$ cat config.mk
export PLATFORM = sky130hd
export DESIGN_NAME = move_mul_decoder
export DESIGN_NICKNAME = d
export VERILOG_FILES = /design/src/include/move_mul_pkg.sv /design/src/hw/move_mul_classify.sv /design/src/hw/move_mul_decoder.sv
export VERILOG_INCLUDE_DIRS = /design/src /design/src/include
export SDC_FILE = /design/constraint.sdc
export NUM_CORES = 1
export LEC_CHECK = 0
export ABC_AREA = 1
export BUFFER_PORTS_ARGS = -buffer_cell sky130_fd_sc_hd__buf_2
export CORE_ASPECT_RATIO = 1.5
export CORE_MARGIN = 10
export CORE_UTILIZATION = 30
export CTS_BUF_LIST = sky130_fd_sc_hd__clkbuf_4
export DETAILED_ROUTE_END_ITERATION = 8
export GPL_TIMING_DRIVEN = 1
export PLACE_DENSITY_LB_ADDON = 0.15
export SETUP_SLACK_MARGIN = 0.02
export SLEW_MARGIN = 10
export SYNTH_ARGS = -nofsm -noshare
export SYNTH_HDL_FRONTEND = slang
export SYNTH_SLANG_ARGS = --single-unit
$ cat constraint.sdc
create_clock -name clk_in -period 3.1 [get_ports clk_in]
set_input_delay 0.155 -clock clk_in [delete_from_list [all_inputs] [get_ports clk_in]]
set_output_delay 0.155 -clock clk_in [all_outputs]
set_load 0.02 [all_outputs]
$ cat src/include/move_mul_consts.svh
// constants for the move/multiply decode slice
// assumes nothing beyond a SystemVerilog compiler
`ifndef MOVE_MUL_CONSTS_SVH
`define MOVE_MUL_CONSTS_SVH
`define OPC_ESCAPE 8'h0F
`define OPC_CR_WRITE 8'h22
`define OPC_CR_READ 8'h20
`define OPC_DR_WRITE 8'h23
`define OPC_DR_READ 8'h21
`define OPC_TR_WRITE 8'h26
`define OPC_TR_READ 8'h24
`define OPC_SEG_LOAD 8'h8E
`define OPC_SEG_STORE 8'h8C
`define OPC_ACC_HI 4'hA
`define OPC_IMM_HI 4'hB
`define OPC_EXT_HI 4'hB
`define OPC_MUL_HI 7'h7B
`define MUL_REG_FIELD 3'h4
`define MODRM_REG_ONLY 2'h3
`define CLK_CR0_WR_REAL 8'h14
`define CLK_CR0_WR_PROT 8'h12
`define CLK_CR2_WR 8'h05
`define CLK_CR3_WR_REAL 8'h05
`define CLK_CR3_WR_PROT 8'h06
`define CLK_CR_RD 8'h06
`define CLK_DR_WR 8'h0A
`define CLK_DR_RD 8'h09
`define CLK_TRC_WR 8'h10
`define CLK_TRC_RD 8'h08
`define CLK_TRT_WR 8'h0B
`define CLK_TRT_RD 8'h03
`define CLK_SEG_LOAD_PROT 8'h06
`define CLK_ONE 8'h01
`define CLK_MUL_B 8'h04
`define CLK_MUL_W 8'h05
`define CLK_MUL_D 8'h0F
`endif

$ cat src/include/move_mul_pkg.sv
// types for the move/multiply decode slice
// assumes the constants header is on the include path
package move_mul_pkg;
   typedef enum logic [3:0] {
      OP_NONE = 4'h0,
      OP_CR_WRITE = 4'h1,
      OP_CR_READ = 4'h2,
      OP_DR_WRITE = 4'h3,
      OP_DR_READ = 4'h4,
      OP_TR_WRITE = 4'h5,
      OP_TR_READ = 4'h6,
      OP_SEG_LOAD = 4'h7,
      OP_SEG_STORE = 4'h8,
      OP_ACC_LOAD = 4'h9,
      OP_ACC_STORE = 4'hA,
      OP_IMM_LOAD = 4'hB,
      OP_SIGN_EXT = 4'hC,
      OP_ZERO_EXT = 4'hD,
      OP_UMUL = 4'hE
   } op_class_t;

   typedef enum logic [1:0] {
      W_BYTE = 2'h0,
      W_WORD = 2'h1,
      W_DWORD = 2'h2
   } op_width_t;

   typedef struct packed {
      logic [7:0] first;
      logic [7:0] second;
      logic [7:0] modrm;
      logic prot_mode;
      logic opsize32;
   } fetch_word_t;

   typedef struct packed {
      op_class_t op_class;
      op_width_t width;
      logic [2:0] src_sel;
      logic [2:0] dst_sel;
      logic uses_modrm;
      logic [7:0] clocks;
      logic [3:0] flag_write;
      logic [1:0] flag_undef;
      logic illegal;
   } decode_word_t;

   typedef enum logic [1:0] {
      F_IDLE = 2'h0,
      F_HOLD = 2'h1
   } issue_state_t;
endpackage : move_mul_pkg

$ cat src/hw/move_mul_classify.sv
// combinational classifier for one instruction's opcode bytes
// assumes bytes are already aligned by the fetch stage
`timescale 1ns/100ps
`default_nettype none
`include "move_mul_consts.svh"
module move_mul_classify
   import move_mul_pkg::*;
(
   // fetched bytes
   input wire fetch_word_t fetch_in,
   // classification
   output decode_word_t decode_out
);
   logic [7:0] b0;
   logic [7:0] b1;
   logic [7:0] m;
   logic [2:0] eee;
   op_width_t full_w;

   always_comb begin
      decode_word_t d;
      d = '0;
      b0 = fetch_in.first;
      b1 = fetch_in.second;
      m = fetch_in.modrm;
      eee = m[5:3];
      full_w = fetch_in.opsize32 ? W_DWORD : W_WORD;
      d.op_class = OP_NONE;
      d.width = W_DWORD;
      d.clocks = `CLK_ONE;
      d.illegal = 1'b1;
      if (b0 == `OPC_ESCAPE) begin
         d.src_sel = m[2:0];
         d.dst_sel = eee;
         d.uses_modrm = 1'b1;
         unique case (b1)
            `OPC_CR_WRITE: begin
               d.op_class = OP_CR_WRITE; // [RULE1]
               d.illegal = m[7:6] != `MODRM_REG_ONLY;
               unique case (eee) // [RULE2]
                  3'h0: d.clocks = fetch_in.prot_mode ?
                     `CLK_CR0_WR_PROT : `CLK_CR0_WR_REAL;
                  3'h2: d.clocks = `CLK_CR2_WR;
                  default: d.clocks = fetch_in.prot_mode ?
                     `CLK_CR3_WR_PROT : `CLK_CR3_WR_REAL;
               endcase
            end
            `OPC_CR_READ: begin
               d.op_class = OP_CR_READ; // [RULE1]
               d.src_sel = eee;
               d.dst_sel = m[2:0];
               d.illegal = m[7:6] != `MODRM_REG_ONLY;
               d.clocks = `CLK_CR_RD; // [RULE2]
            end
            `OPC_DR_WRITE: begin
               d.op_class = OP_DR_WRITE;
               d.illegal = m[7:6] != `MODRM_REG_ONLY;
               d.clocks = `CLK_DR_WR; // [RULE3]
            end
            `OPC_DR_READ: begin
               d.op_class = OP_DR_READ;
               d.src_sel = eee;
               d.dst_sel = m[2:0];
               d.illegal = m[7:6] != `MODRM_REG_ONLY;
               d.clocks = `CLK_DR_RD; // [RULE3]
            end
            `OPC_TR_WRITE: begin
               d.op_class = OP_TR_WRITE;
               d.illegal = m[7:6] != `MODRM_REG_ONLY;
               d.clocks = (eee >= 3'h6) ? `CLK_TRT_WR : `CLK_TRC_WR; // [RULE4]
            end
            `OPC_TR_READ: begin
               d.op_class = OP_TR_READ;
               d.src_sel = eee;
               d.dst_sel = m[2:0];
               d.illegal = m[7:6] != `MODRM_REG_ONLY;
               d.clocks = (eee >= 3'h6) ? `CLK_TRT_RD : `CLK_TRC_RD; // [RULE4]
            end
            8'hBE, 8'hBF: begin
               d.op_class = OP_SIGN_EXT; // [RULE10]
               d.width = b1[0] ? W_WORD : W_BYTE;
               d.illegal = 1'b0;
            end
            8'hB6, 8'hB7: begin
               d.op_class = OP_ZERO_EXT; // [RULE11]
               d.width = b1[0] ? W_WORD : W_BYTE;
               d.illegal = 1'b0;
            end
            default: d.illegal = 1'b1;
         endcase
      end else if (b0 == `OPC_SEG_LOAD) begin
         d.op_class = OP_SEG_LOAD; // [RULE5]
         d.width = W_WORD;
         d.uses_modrm = 1'b1;
         d.src_sel = m[2:0];
         d.dst_sel = eee;
         d.illegal = 1'b0;
         d.clocks = fetch_in.prot_mode ? `CLK_SEG_LOAD_PROT : `CLK_ONE;
      end else if (b0 == `OPC_SEG_STORE) begin
         d.op_class = OP_SEG_STORE; // [RULE6]
         d.width = W_WORD;
         d.uses_modrm = 1'b1;
         d.src_sel = eee;
         d.dst_sel = m[2:0];
         d.illegal = 1'b0;
      end else if (b0[7:4] == `OPC_ACC_HI && b0[3:1] == 3'h0) begin
         d.op_class = OP_ACC_LOAD; // [RULE7]
         d.width = b0[0] ? full_w : W_BYTE;
         d.illegal = 1'b0;
      end else if (b0[7:4] == `OPC_ACC_HI && b0[3:1] == 3'h1) begin
         d.op_class = OP_ACC_STORE; // [RULE8]
         d.width = b0[0] ? full_w : W_BYTE;
         d.illegal = 1'b0;
      end else if (b0[7:4] == `OPC_IMM_HI) begin
         d.op_class = OP_IMM_LOAD; // [RULE9]
         d.width = b0[3] ? full_w : W_BYTE;
         d.dst_sel = b0[2:0];
         d.illegal = 1'b0;
      end else if (b0[7:1] == `OPC_MUL_HI && eee == `MUL_REG_FIELD) begin
         d.op_class = OP_UMUL; // [RULE12]
         d.uses_modrm = 1'b1;
         d.src_sel = m[2:0];
         d.width = b0[0] ? full_w : W_BYTE;
         d.flag_write = 4'hF;
         d.flag_undef = 2'h3;
         d.illegal = 1'b0;
         unique case (d.width)
            W_BYTE: d.clocks = `CLK_MUL_B;
            W_WORD: d.clocks = `CLK_MUL_W;
            default: d.clocks = `CLK_MUL_D;
         endcase
      end
      decode_out = d;
   end
endmodule : move_mul_classify
`default_nettype wire

$ cat src/hw/move_mul_decoder.sv
// registered decoder for the move/multiply instruction slice
// How it works
// RULE1: 0F 22 writes, 0F 20 reads a control register, register form.
// RULE2: control write costs 20/5/5 real, 18/5/6 protected; read costs 6.
// RULE3: debug writes 0F 23 take 10 clocks; reads 0F 21 take 9.
// RULE4: test writes 0F 26 cost 16 or 11; reads 0F 24 cost 8 or 3.
// RULE5: 8E loads a segment register; 1 clock real, 6 protected.
// RULE6: 8C stores a segment selector; one clock in both modes.
// RULE7: A0/A1 load accumulator from direct offset, one clock.
// RULE8: A2/A3 store accumulator to direct offset, one clock.
// RULE9: B0-BF load immediate; bit 3 width, low bits register.
// RULE10: 0F BE/BF sign-extend into register, one clock, flags kept.
// RULE11: 0F B6/B7 zero-extend into register, one clock, flags kept.
// RULE12: F6/F7 /4 multiply takes 4/5/15; writes OF SF ZF CF.
// RULE13: each decode delivers class, width, selectors and clock count.
// assumes the fetch stage holds bytes until ready_out is high
`timescale 1ns/100ps
`default_nettype none
`include "move_mul_consts.svh"
module move_mul_decoder
   import move_mul_pkg::*;
(
   // clock and reset
   input wire logic clk_in,
   input wire logic resetn_in,
   // from fetch
   input wire logic fetch_valid_in,
   input wire fetch_word_t fetch_in,
   output logic ready_out,
   // to execution
   output logic issue_valid_out,
   output decode_word_t issue_out,
   output logic busy_out
);
   decode_word_t cls;
   decode_word_t issue_reg, issue_next;
   logic valid_reg, valid_next;
   logic ready_reg, ready_next;
   logic [7:0] count_reg, count_next;
   logic busy_reg, busy_next;
   issue_state_t state_reg, state_next;

   move_mul_classify u_classify (
      .fetch_in(fetch_in),
      .decode_out(cls)
   );

   // one decode issued, then held for its clock count
   always_comb begin
      issue_next = issue_reg;
      valid_next = 1'b0;
      count_next = count_reg;
      state_next = state_reg;
      ready_next = ready_reg;
      unique case (state_reg)
         F_IDLE: begin
            if (fetch_valid_in && ready_reg) begin
               issue_next = cls; // [RULE13]
               valid_next = 1'b1;
               if (cls.clocks > `CLK_ONE) begin
                  count_next = cls.clocks - `CLK_ONE; // [RULE2] [RULE12]
                  state_next = F_HOLD;
                  ready_next = 1'b0;
               end
            end
         end
         F_HOLD: begin
            count_next = count_reg - `CLK_ONE;
            if (count_reg == `CLK_ONE) begin
               state_next = F_IDLE;
               ready_next = 1'b1; // [RULE2] [RULE12]
            end
         end
         default: begin
            state_next = F_IDLE;
            ready_next = 1'b1;
         end
      endcase
      busy_next = state_next == F_HOLD;
   end

   always_ff @(posedge clk_in or negedge resetn_in) begin
      if (!resetn_in) begin
         issue_reg <= '0;
         valid_reg <= 1'b0;
         count_reg <= 8'h00;
         state_reg <= F_IDLE;
         ready_reg <= 1'b1;
         busy_reg <= 1'b0;
      end else begin
         busy_reg <= busy_next;
         issue_reg <= issue_next;
         valid_reg <= valid_next;
         count_reg <= count_next;
         state_reg <= state_next;
         ready_reg <= ready_next;
      end
   end

   assign ready_out = ready_reg;
   assign issue_valid_out = valid_reg;
   assign issue_out = issue_reg;
   assign busy_out = busy_reg;
endmodule : move_mul_decoder
`default_nettype wire

==> results of run 1 <==
through the flow:
stage | worst slack (ps) | util (%)
6_report | 979.8 | 35.74
5_1_grt | 752.6 | 35.74
4_1_cts | 1010 | 35.71
3_5_place_dp | 662.4 | 34.66
3_3_place_gp | 645.8 | 34.66
2_1_floorplan | 1131 | -
where the power goes:
part | internal, mW | total [mW] | switching, mW | leakage, nW
sequential | 0.469 | 0.504 | 0.0351 | 0.417
combinational | 0.0882 | 0.254 | 0.165 | 1.12
clock | 0.177 | 0.329 | 0.153 | 0.0433
layout by cell type (no fill, tap or decap), types with 4 or more instances in the layout:
cell type | synthesis | final
sky130_fd_sc_hd__o211ai_1 | 5 | 5
sky130_fd_sc_hd__inv_2 | 6 | 6
sky130_fd_sc_hd__conb_1 | 1 | 4
sky130_fd_sc_hd__a22oi_1 | 4 | 4
sky130_fd_sc_hd__a21oi_1 | 13 | 13
sky130_fd_sc_hd__buf_2 | 0 | 56
sky130_fd_sc_hd__nand2_2 | 12 | 12
sky130_fd_sc_hd__dfrtp_1 | 32 | 32
sky130_fd_sc_hd__a31oi_1 | 7 | 7
sky130_fd_sc_hd__nor3_1 | 6 | 6
sky130_fd_sc_hd__o21ai_0 | 24 | 24
sky130_fd_sc_hd__o21ai_2 | 5 | 5
sky130_fd_sc_hd__nor2_4 | 5 | 5
sky130_fd_sc_hd__ha_1 | 5 | 5
sky130_fd_sc_hd__clkbuf_4 | 0 | 6
sky130_fd_sc_hd__nand2_1 | 87 | 87
sky130_fd_sc_hd__inv_1 | 40 | 40
sky130_fd_sc_hd__nand4_1 | 5 | 5
sky130_fd_sc_hd__nor2_1 | 48 | 48
sky130_fd_sc_hd__nand3_1 | 20 | 20
sky130_fd_sc_hd__nor2_2 | 4 | 4
timing repair:
action / in CTS / in global routing
hold endpoints to repair: 32 / 0
hold buffers: 1 / 0
resized for setup: 0 / 0
worst max-delay path: cells and delay by family:
kind          cells  cell delay, ps
fa+ha+maj         2             350
buf+inv           4             320
simple gates     13            1540
per-layer routing:
layer	global-route usage [%]	up-vias	routed length (um)
li1	-	1315	-
met1	13.78	1184	3090
met2	22.51	70	4254
met3	2.123	26	308
met4	7.566	0	344
met5	0	-	0
worst paths after layout:
kind / startpoint / endpoint / slack [ps] / cells past startpoint
worst max-delay path: fetch_in[12] / count_reg[3] / 980 / 19
worst min-delay path: fetch_in[4] / issue_out[18] / 80 / 3
worst max register to register: ready_out / issue_out[22] / 1170 / 6
worst min register to register: issue_out[22] / issue_out[22] / 480 / 2
max in group asynchronous: resetn_in / issue_out[9] / 2190 / 2
min in group asynchronous: resetn_in / issue_out[8] / 420 / 2
cell type report:
cell class	instances	area, um2
Timing Repair Buffer	58	297.8
Clock inverter	2	33.78
Inverter	47	177.7
Tap cell	107	133.9
Antenna cell	1	2.502
Sequential cell	33	827.0
Clock buffer	6	45.04
Multi-Input combinational cell	280	1508
Fill cell	943	5439
kinds of logic (layout without fill, tap and decap cells):
kind of cell	Yosys count	in the layout
flops	33	33
xor+xnor	3	3
fa+ha+maj	5	5
simple gates	201	201
other cells	1	5
buf+inv	62	113
compound gates	67	67
==> summary.log, run 1 <==
[floorplanning] floorplan die width 96.18 um
[placement] RePlAce Congestion 0.9409
[global_routing] wire length of the first global-routing pass 13360 um
[routing] detailed-route via count 2595
[floorplanning] number of top-level pins 60
[critical_path] element type at the critical path end register
[finish] layout overhead on the synthesized area 15.86%
[yosys] top cell types by occurrence after synthesis sky130_fd_sc_hd__nand2_1, sky130_fd_sc_hd__nor2_1, sky130_fd_sc_hd__inv_1, sky130_fd_sc_hd__dfrtp_1, sky130_fd_sc_hd__o21ai_0
[finish] Post-Layout Cell Count 534
[floorplanning] area of the die 12910 um2
[yosys] post-synthesis sequential area ratio 31.67%
[timing] post-route setup TNS 0 ps
[placement] detailed-placement wirelength estimate 6591 um
[timing] Final setup viols 0
[pwr] pwr/cell area 359.3 nW/um2
[routing] detailed-route wire length per cell 14.98 um
[floorplanning] total core area 8464 um2
[cts] number of buffers added for setup after CTS 0
[finish] Largest register FFs 20
[critical_path] Worst Path Class, Setup in -> reg
[placement] total of buffers placed on input and output ports 56
[timing] Hold Slack 81.19 ps
[placement] placed cell areas 2934 um2
[routing] final antenna-violating net count 0
[timing] maximum clock frequency 471.6 MHz
[yosys] Post-synth EDFFs 0
[routing] First-pass DRT Iterations 4
[cts] CTS tree built
[cts] root buf cell sky130_fd_sc_hd__clkbuf_4
[yosys] synthesized-area fraction occupied by ao, oa, aoi and oai cells 16.39%
[yosys] share of synthesized area spent on multiplexers 0%
[routing] final wirelength 7997 um
[critical_path] Worst EP arrival 2350 ps
[yosys] area share of fa/ha/maj cells after synthesis 2.396%
[timing] part of the cycle the worst path needs 68.39%
[critical_path] sequence of cells on the critical path buf_2 -> nor2_1 -> inv_1 -> nor2_1 -> nand2_1 -> nand3_1 -> nand2_1 -> nand2_1 -> inv_2 -> ha_1 -> nand2_1 -> nor2_1 -> ha_1 -> inv_1 -> nand3_2 -> nand2_4 -> nand2_1 -> nor2_1 -> nor2_2
[critical_path] Critical Path Start Type input pin
[yosys] combinational family with the most area after synthesis simple AND/OR/NAND/NOR gates
[yosys] top_reg_cell synth sky130_fd_sc_hd__dfrtp_1
[yosys] synthesized area 2611 um2
[timing] Slew @ Worst Pin 778.5 ps
[critical_path] Top cell by count, worst path sky130_fd_sc_hd__nand2_1
[floorplanning] num rows 41
[yosys] Warnings, synthesis 0
[pwr] Max VDD drop 0.1523 mV
[timing] Max Clock Skew 12.51 ps
[critical_path] Slowest-stage cell, CP sky130_fd_sc_hd__nor2_1
[yosys] proportion of synthesized flip-flops having asynchronous set or reset 100.0%
[min_path] worst min-delay path class in -> reg
[timing] Slew headroom 48.10%
[routing] DRC violation count after routing 0
[critical_path] Max stage delay on crit path 270 ps
[flow_run] Max-cap violations 0
[yosys] simple-gate portion of the synthesized area 37.37%
[cts] clock latency on the worst-skew pair 340 ps
[global_routing] all-layer global routing usage 12.85%
[global_routing] antenna violations before repair 1
[yosys] Cell variety after synth 43
[cts] number of buffers added by the clock tree synthesis step 5
[yosys] number of synthesized register bits 33
[yosys] cell count after synthesis 372
[yosys] leading area contributor after synthesis sky130_fd_sc_hd__dfrtp_1
[finish] final net count 459
[critical_path] Worst Path Max Fanout 12
[yosys] cell with the most instances after synthesis sky130_fd_sc_hd__nand2_1
[cts] clock net sink count 33
[global_routing] total congestion overflow 0
[finish] share of cells above drive strength 1 25.35%
[timing] final critical delay including setup and external delays 2120 ps
[outcome] outcome completed
[yosys] most area-consuming cells after synthesis sky130_fd_sc_hd__dfrtp_1, sky130_fd_sc_hd__nand2_1, sky130_fd_sc_hd__nor2_1, sky130_fd_sc_hd__inv_1, sky130_fd_sc_hd__o21ai_0
[placement] Inst Count DP 524
[routing] DRT iter0 DRCs 103
[timing] Hold Violations, Final 0
[critical_path] data required time of the worst path 3330 ps
[global_routing] vias in the first global route 2765
[cts] maximum root-to-sink buffer count 2
[floorplanning] Vert. Die Dim 134.3 um
[cts] clock-pin transition on the worst setup and hold timing paths 110 ps
[finish] final cell area excluding filler cells 3025 um2
[routing] Avg Vias per Cell 4.860
[floorplanning] effective utilization at floorplan 30.85%
[yosys] area fraction of the dominant cell type after synthesis 30.67%
[global_routing] pin count of the biggest net entering global routing 34
[yosys] Mapped Avg Cell Area 7.020 um2
[timing] unrepaired setup endpoints after global routing no
[cts] H-tree depth 2
[yosys] xor/xnor cell area share of the yosys netlist 1.006%
[pwr] leakage component of the power 1.575 nW
[pwr] PnR Total Power 1.087 mW
[timing] final count of pins violating max slew 0
No activity file was read; power rests on OpenSTA's default activity.
==> run 2: changes to the inputs <==
==> constraint.sdc (replaced) <==
create_clock -name clk_in -period 1.7 [get_ports clk_in]
set_input_delay 0.085 -clock clk_in [delete_from_list [all_inputs] [get_ports clk_in]]
set_output_delay 0.085 -clock clk_in [all_outputs]
set_load 0.02 [all_outputs]
==> run 2 against run 1 <==
Sequential power up 80%. Clock-buffer cell count unchanged. Via count up 11%. First-iteration DRC count down 25%. Sequential share of layout area down 6.1 points. Clock power up 85%. Clock skew down 2.0 ps. Flip-flop and latch count unchanged. Wire length up 9.7%.
==> summary.log, run 2 (same netlist as run 1, synthesis figures left out) <==
[pwr] leakage component of the power 2.041 nW [+30%]
[timing] final count of pins violating max slew 0 [unchanged]
[floorplanning] num rows 41 [unchanged]
[finish] final cell area excluding filler cells 3901 um2 [+29%]
[cts] number of buffers added by the clock tree synthesis step 5 [unchanged]
[timing] maximum clock frequency 605.9 MHz
[timing] unrepaired setup endpoints after global routing yes
[floorplanning] effective utilization at floorplan 30.85% [unchanged]
[finish] total of fill cells in the finished design 906 [-3.9%]
[critical_path] Worst Path Class, Setup in -> reg
[placement] Inst Count DP 600 [+15%]
[routing] final antenna-violating net count 0 [unchanged]
[cts] maximum root-to-sink buffer count 2 [unchanged]
[timing] Hold Violations, Final 0 [unchanged]
[critical_path] Worst Path Max Fanout 7 [-5]
[floorplanning] number of top-level pins 60 [unchanged]
[global_routing] all-layer global routing usage 14.20% [+1.4 points]
[timing] final critical delay including setup and external delays 1651 ps
[cts] clock net sink count 33 [unchanged]
[pwr] pwr/cell area 545.1 nW/um2 [+52%]
[routing] final wirelength 8774 um [+9.7%]
[critical_path] Register-to-Register Setup Slack 120 ps [-1050 ps]
[floorplanning] floorplan die width 96.18 um [unchanged]
[global_routing] antenna violations before repair 1 [unchanged]
[timing] post-route setup TNS 0 ps [unchanged]
[cts] clock-pin transition on the worst setup and hold timing paths 110 ps [about the same]
[routing] DRC violation count after routing 0 [unchanged]
[global_routing] total congestion overflow 0 [unchanged]
[finish] Post-Layout Cell Count 622 [+16%]
[placement] dpl ws -446.6 ps [-1109 ps]
[finish] final net count 547 [+19%]
[timing] Max Clock Skew 10.49 ps [-2.014 ps]
[timing] worst path setup slack after routing 49.49 ps [-930.3 ps]
[routing] detailed-route via count 2876 [+11%]
[placement] total of buffers placed on input and output ports 56 [unchanged]
[finish] most used cells in the layout excluding fill and tap cells sky130_fd_sc_hd__buf_4, sky130_fd_sc_hd__nand2_1, sky130_fd_sc_hd__buf_2, sky130_fd_sc_hd__nor2_1, sky130_fd_sc_hd__inv_1
[cts] root buf cell sky130_fd_sc_hd__clkbuf_4
[floorplanning] area of the die 12910 um2 [unchanged]
[timing] Final setup viols 0 [unchanged]
[finish] most common cell after layout, fill and taps aside sky130_fd_sc_hd__buf_4
[outcome] outcome completed
[min_path] worst min-delay path class in -> reg
[routing] detailed-route wire length per cell 14.11 um [-5.8%]
[routing] Avg Vias per Cell 4.624 [-4.9%]
[critical_path] element type at the critical path end register
[placement] detailed-placement wirelength estimate 7516 um [+14%]
[pwr] Max VDD drop 0.4485 mV [+190%]
[timing] part of the cycle the worst path needs 97.09%
[cts] clock latency on the worst-skew pair 350 ps [about the same]
[global_routing] wire length of the first global-routing pass 14450 um [+8.2%]
[cts] CTS tree built
[timing] Hold Slack 56.94 ps [-24.25 ps]
[timing] Slew headroom 49.09% [+0.99 points]
[floorplanning] Vert. Die Dim 134.3 um [unchanged]
[critical_path] Worst EP arrival 1890 ps [-460 ps]
[floorplanning] total core area 8464 um2 [unchanged]
[finish] Largest register FFs 20 [unchanged]
[placement] RePlAce Congestion 1.008 [+7.1%]
[finish] share of cells above drive strength 1 43.58% [+18 points]
[finish] layout overhead on the synthesized area 49.40%
[critical_path] Critical Path Start Type input pin
[cts] H-tree depth 2 [unchanged]
[routing] First-pass DRT Iterations 4 [unchanged]
[global_routing] vias in the first global route 3051 [+10%]
[global_routing] pin count of the biggest net entering global routing 34 [unchanged]
[flow_run] Max-cap violations 0 [unchanged]
[placement] placed cell areas 3578 um2 [+22%]
[routing] DRT iter0 DRCs 77 [-25%]
[critical_path] data required time of the worst path 1940 ps [-1390 ps]
[timing] Slew @ Worst Pin 763.6 ps [-14.90 ps]
-- run 2: changes by cell type in the layout (fill, tap and decap cells not counted), sizes merged --
cell / change
inv: -1
buf: +87
dlygate4sd3: +1
clkinv: +1
-- run 2: critical path, cell delays in order --
cell and delay (ps):
sky130_fd_sc_hd__buf_2 120, sky130_fd_sc_hd__nor2_4 190, sky130_fd_sc_hd__nand3_4 180, sky130_fd_sc_hd__nand3_2 100
sky130_fd_sc_hd__nor2_1 60, sky130_fd_sc_hd__nor2_1 80, sky130_fd_sc_hd__nand2_1 70, sky130_fd_sc_hd__inv_2 80
sky130_fd_sc_hd__ha_4 140, sky130_fd_sc_hd__nand2_4 40, sky130_fd_sc_hd__nor2_2 80, sky130_fd_sc_hd__ha_2 170
sky130_fd_sc_hd__inv_2 40, sky130_fd_sc_hd__nand3_2 70, sky130_fd_sc_hd__nand2_4 90, sky130_fd_sc_hd__buf_6 170
sky130_fd_sc_hd__o211ai_4 60, sky130_fd_sc_hd__nand2_2 50
-- run 2: power breakdown --
group / internal, mW / switching [mW]
registers: 0.855 / 0.0496
logic: 0.260 / 0.351
clock network: 0.322 / 0.288
-- run 2: timing repair --
item                                    in CTS  in global routing
gates resized for setup                      8                 32
hold endpoints to repair                    33                  0
gates cloned                                 0                  0
pin swaps                                    9                 21
endpoints found under the setup margin       8                 10
hold buffers                                 2                  0
setup buffers                                4                  7
-- run 2: worst paths after layout --
path | depth (start not counted) | from | endpoint
max in group asynchronous | 2 | resetn_in | count_reg[3]
min reg2reg | 2 | issue_out[10] | issue_out[10]
max reg2reg | 7 | count_reg[4] | count_reg[6]
max | 18 | fetch_in[23] | count_reg[4]
min in group asynchronous | 2 | resetn_in | issue_out[15]
min | 4 | fetch_valid_in | ready_out
-- run 2: area by class of cell --
type                    instances  area (um2)  area share [%]
inverters                      47       207.7           5.324
flip-flops and latches         33       827.0           21.20
well taps                     107       133.9           3.432
diodes                          1       2.502         0.06414
repair buffers                146        1013           25.98
multi-input cells             280        1638           41.98
clock inverters                 2       33.78          0.8659
clock buffers                   6       45.04           1.155
-- run 2: per-layer routing --
layer  global-route usage (%)  vias up  part of all wire [%]
met5                        0        -                     0
met4                    7.895        0                   4.0
met3                    1.899       18                   2.8
met2                    27.76       45                    59
met1                    13.15     1329                    35
li1                         -     1484                     -
-- run 2: through the flow --
step	power, mW	util, %
detailed placement	1.504	42.28
global placement	1.500	42.28
floorplan	1.228	-
finish	2.126	46.09
CTS	2.130	44.18
global route	2.261	46.09
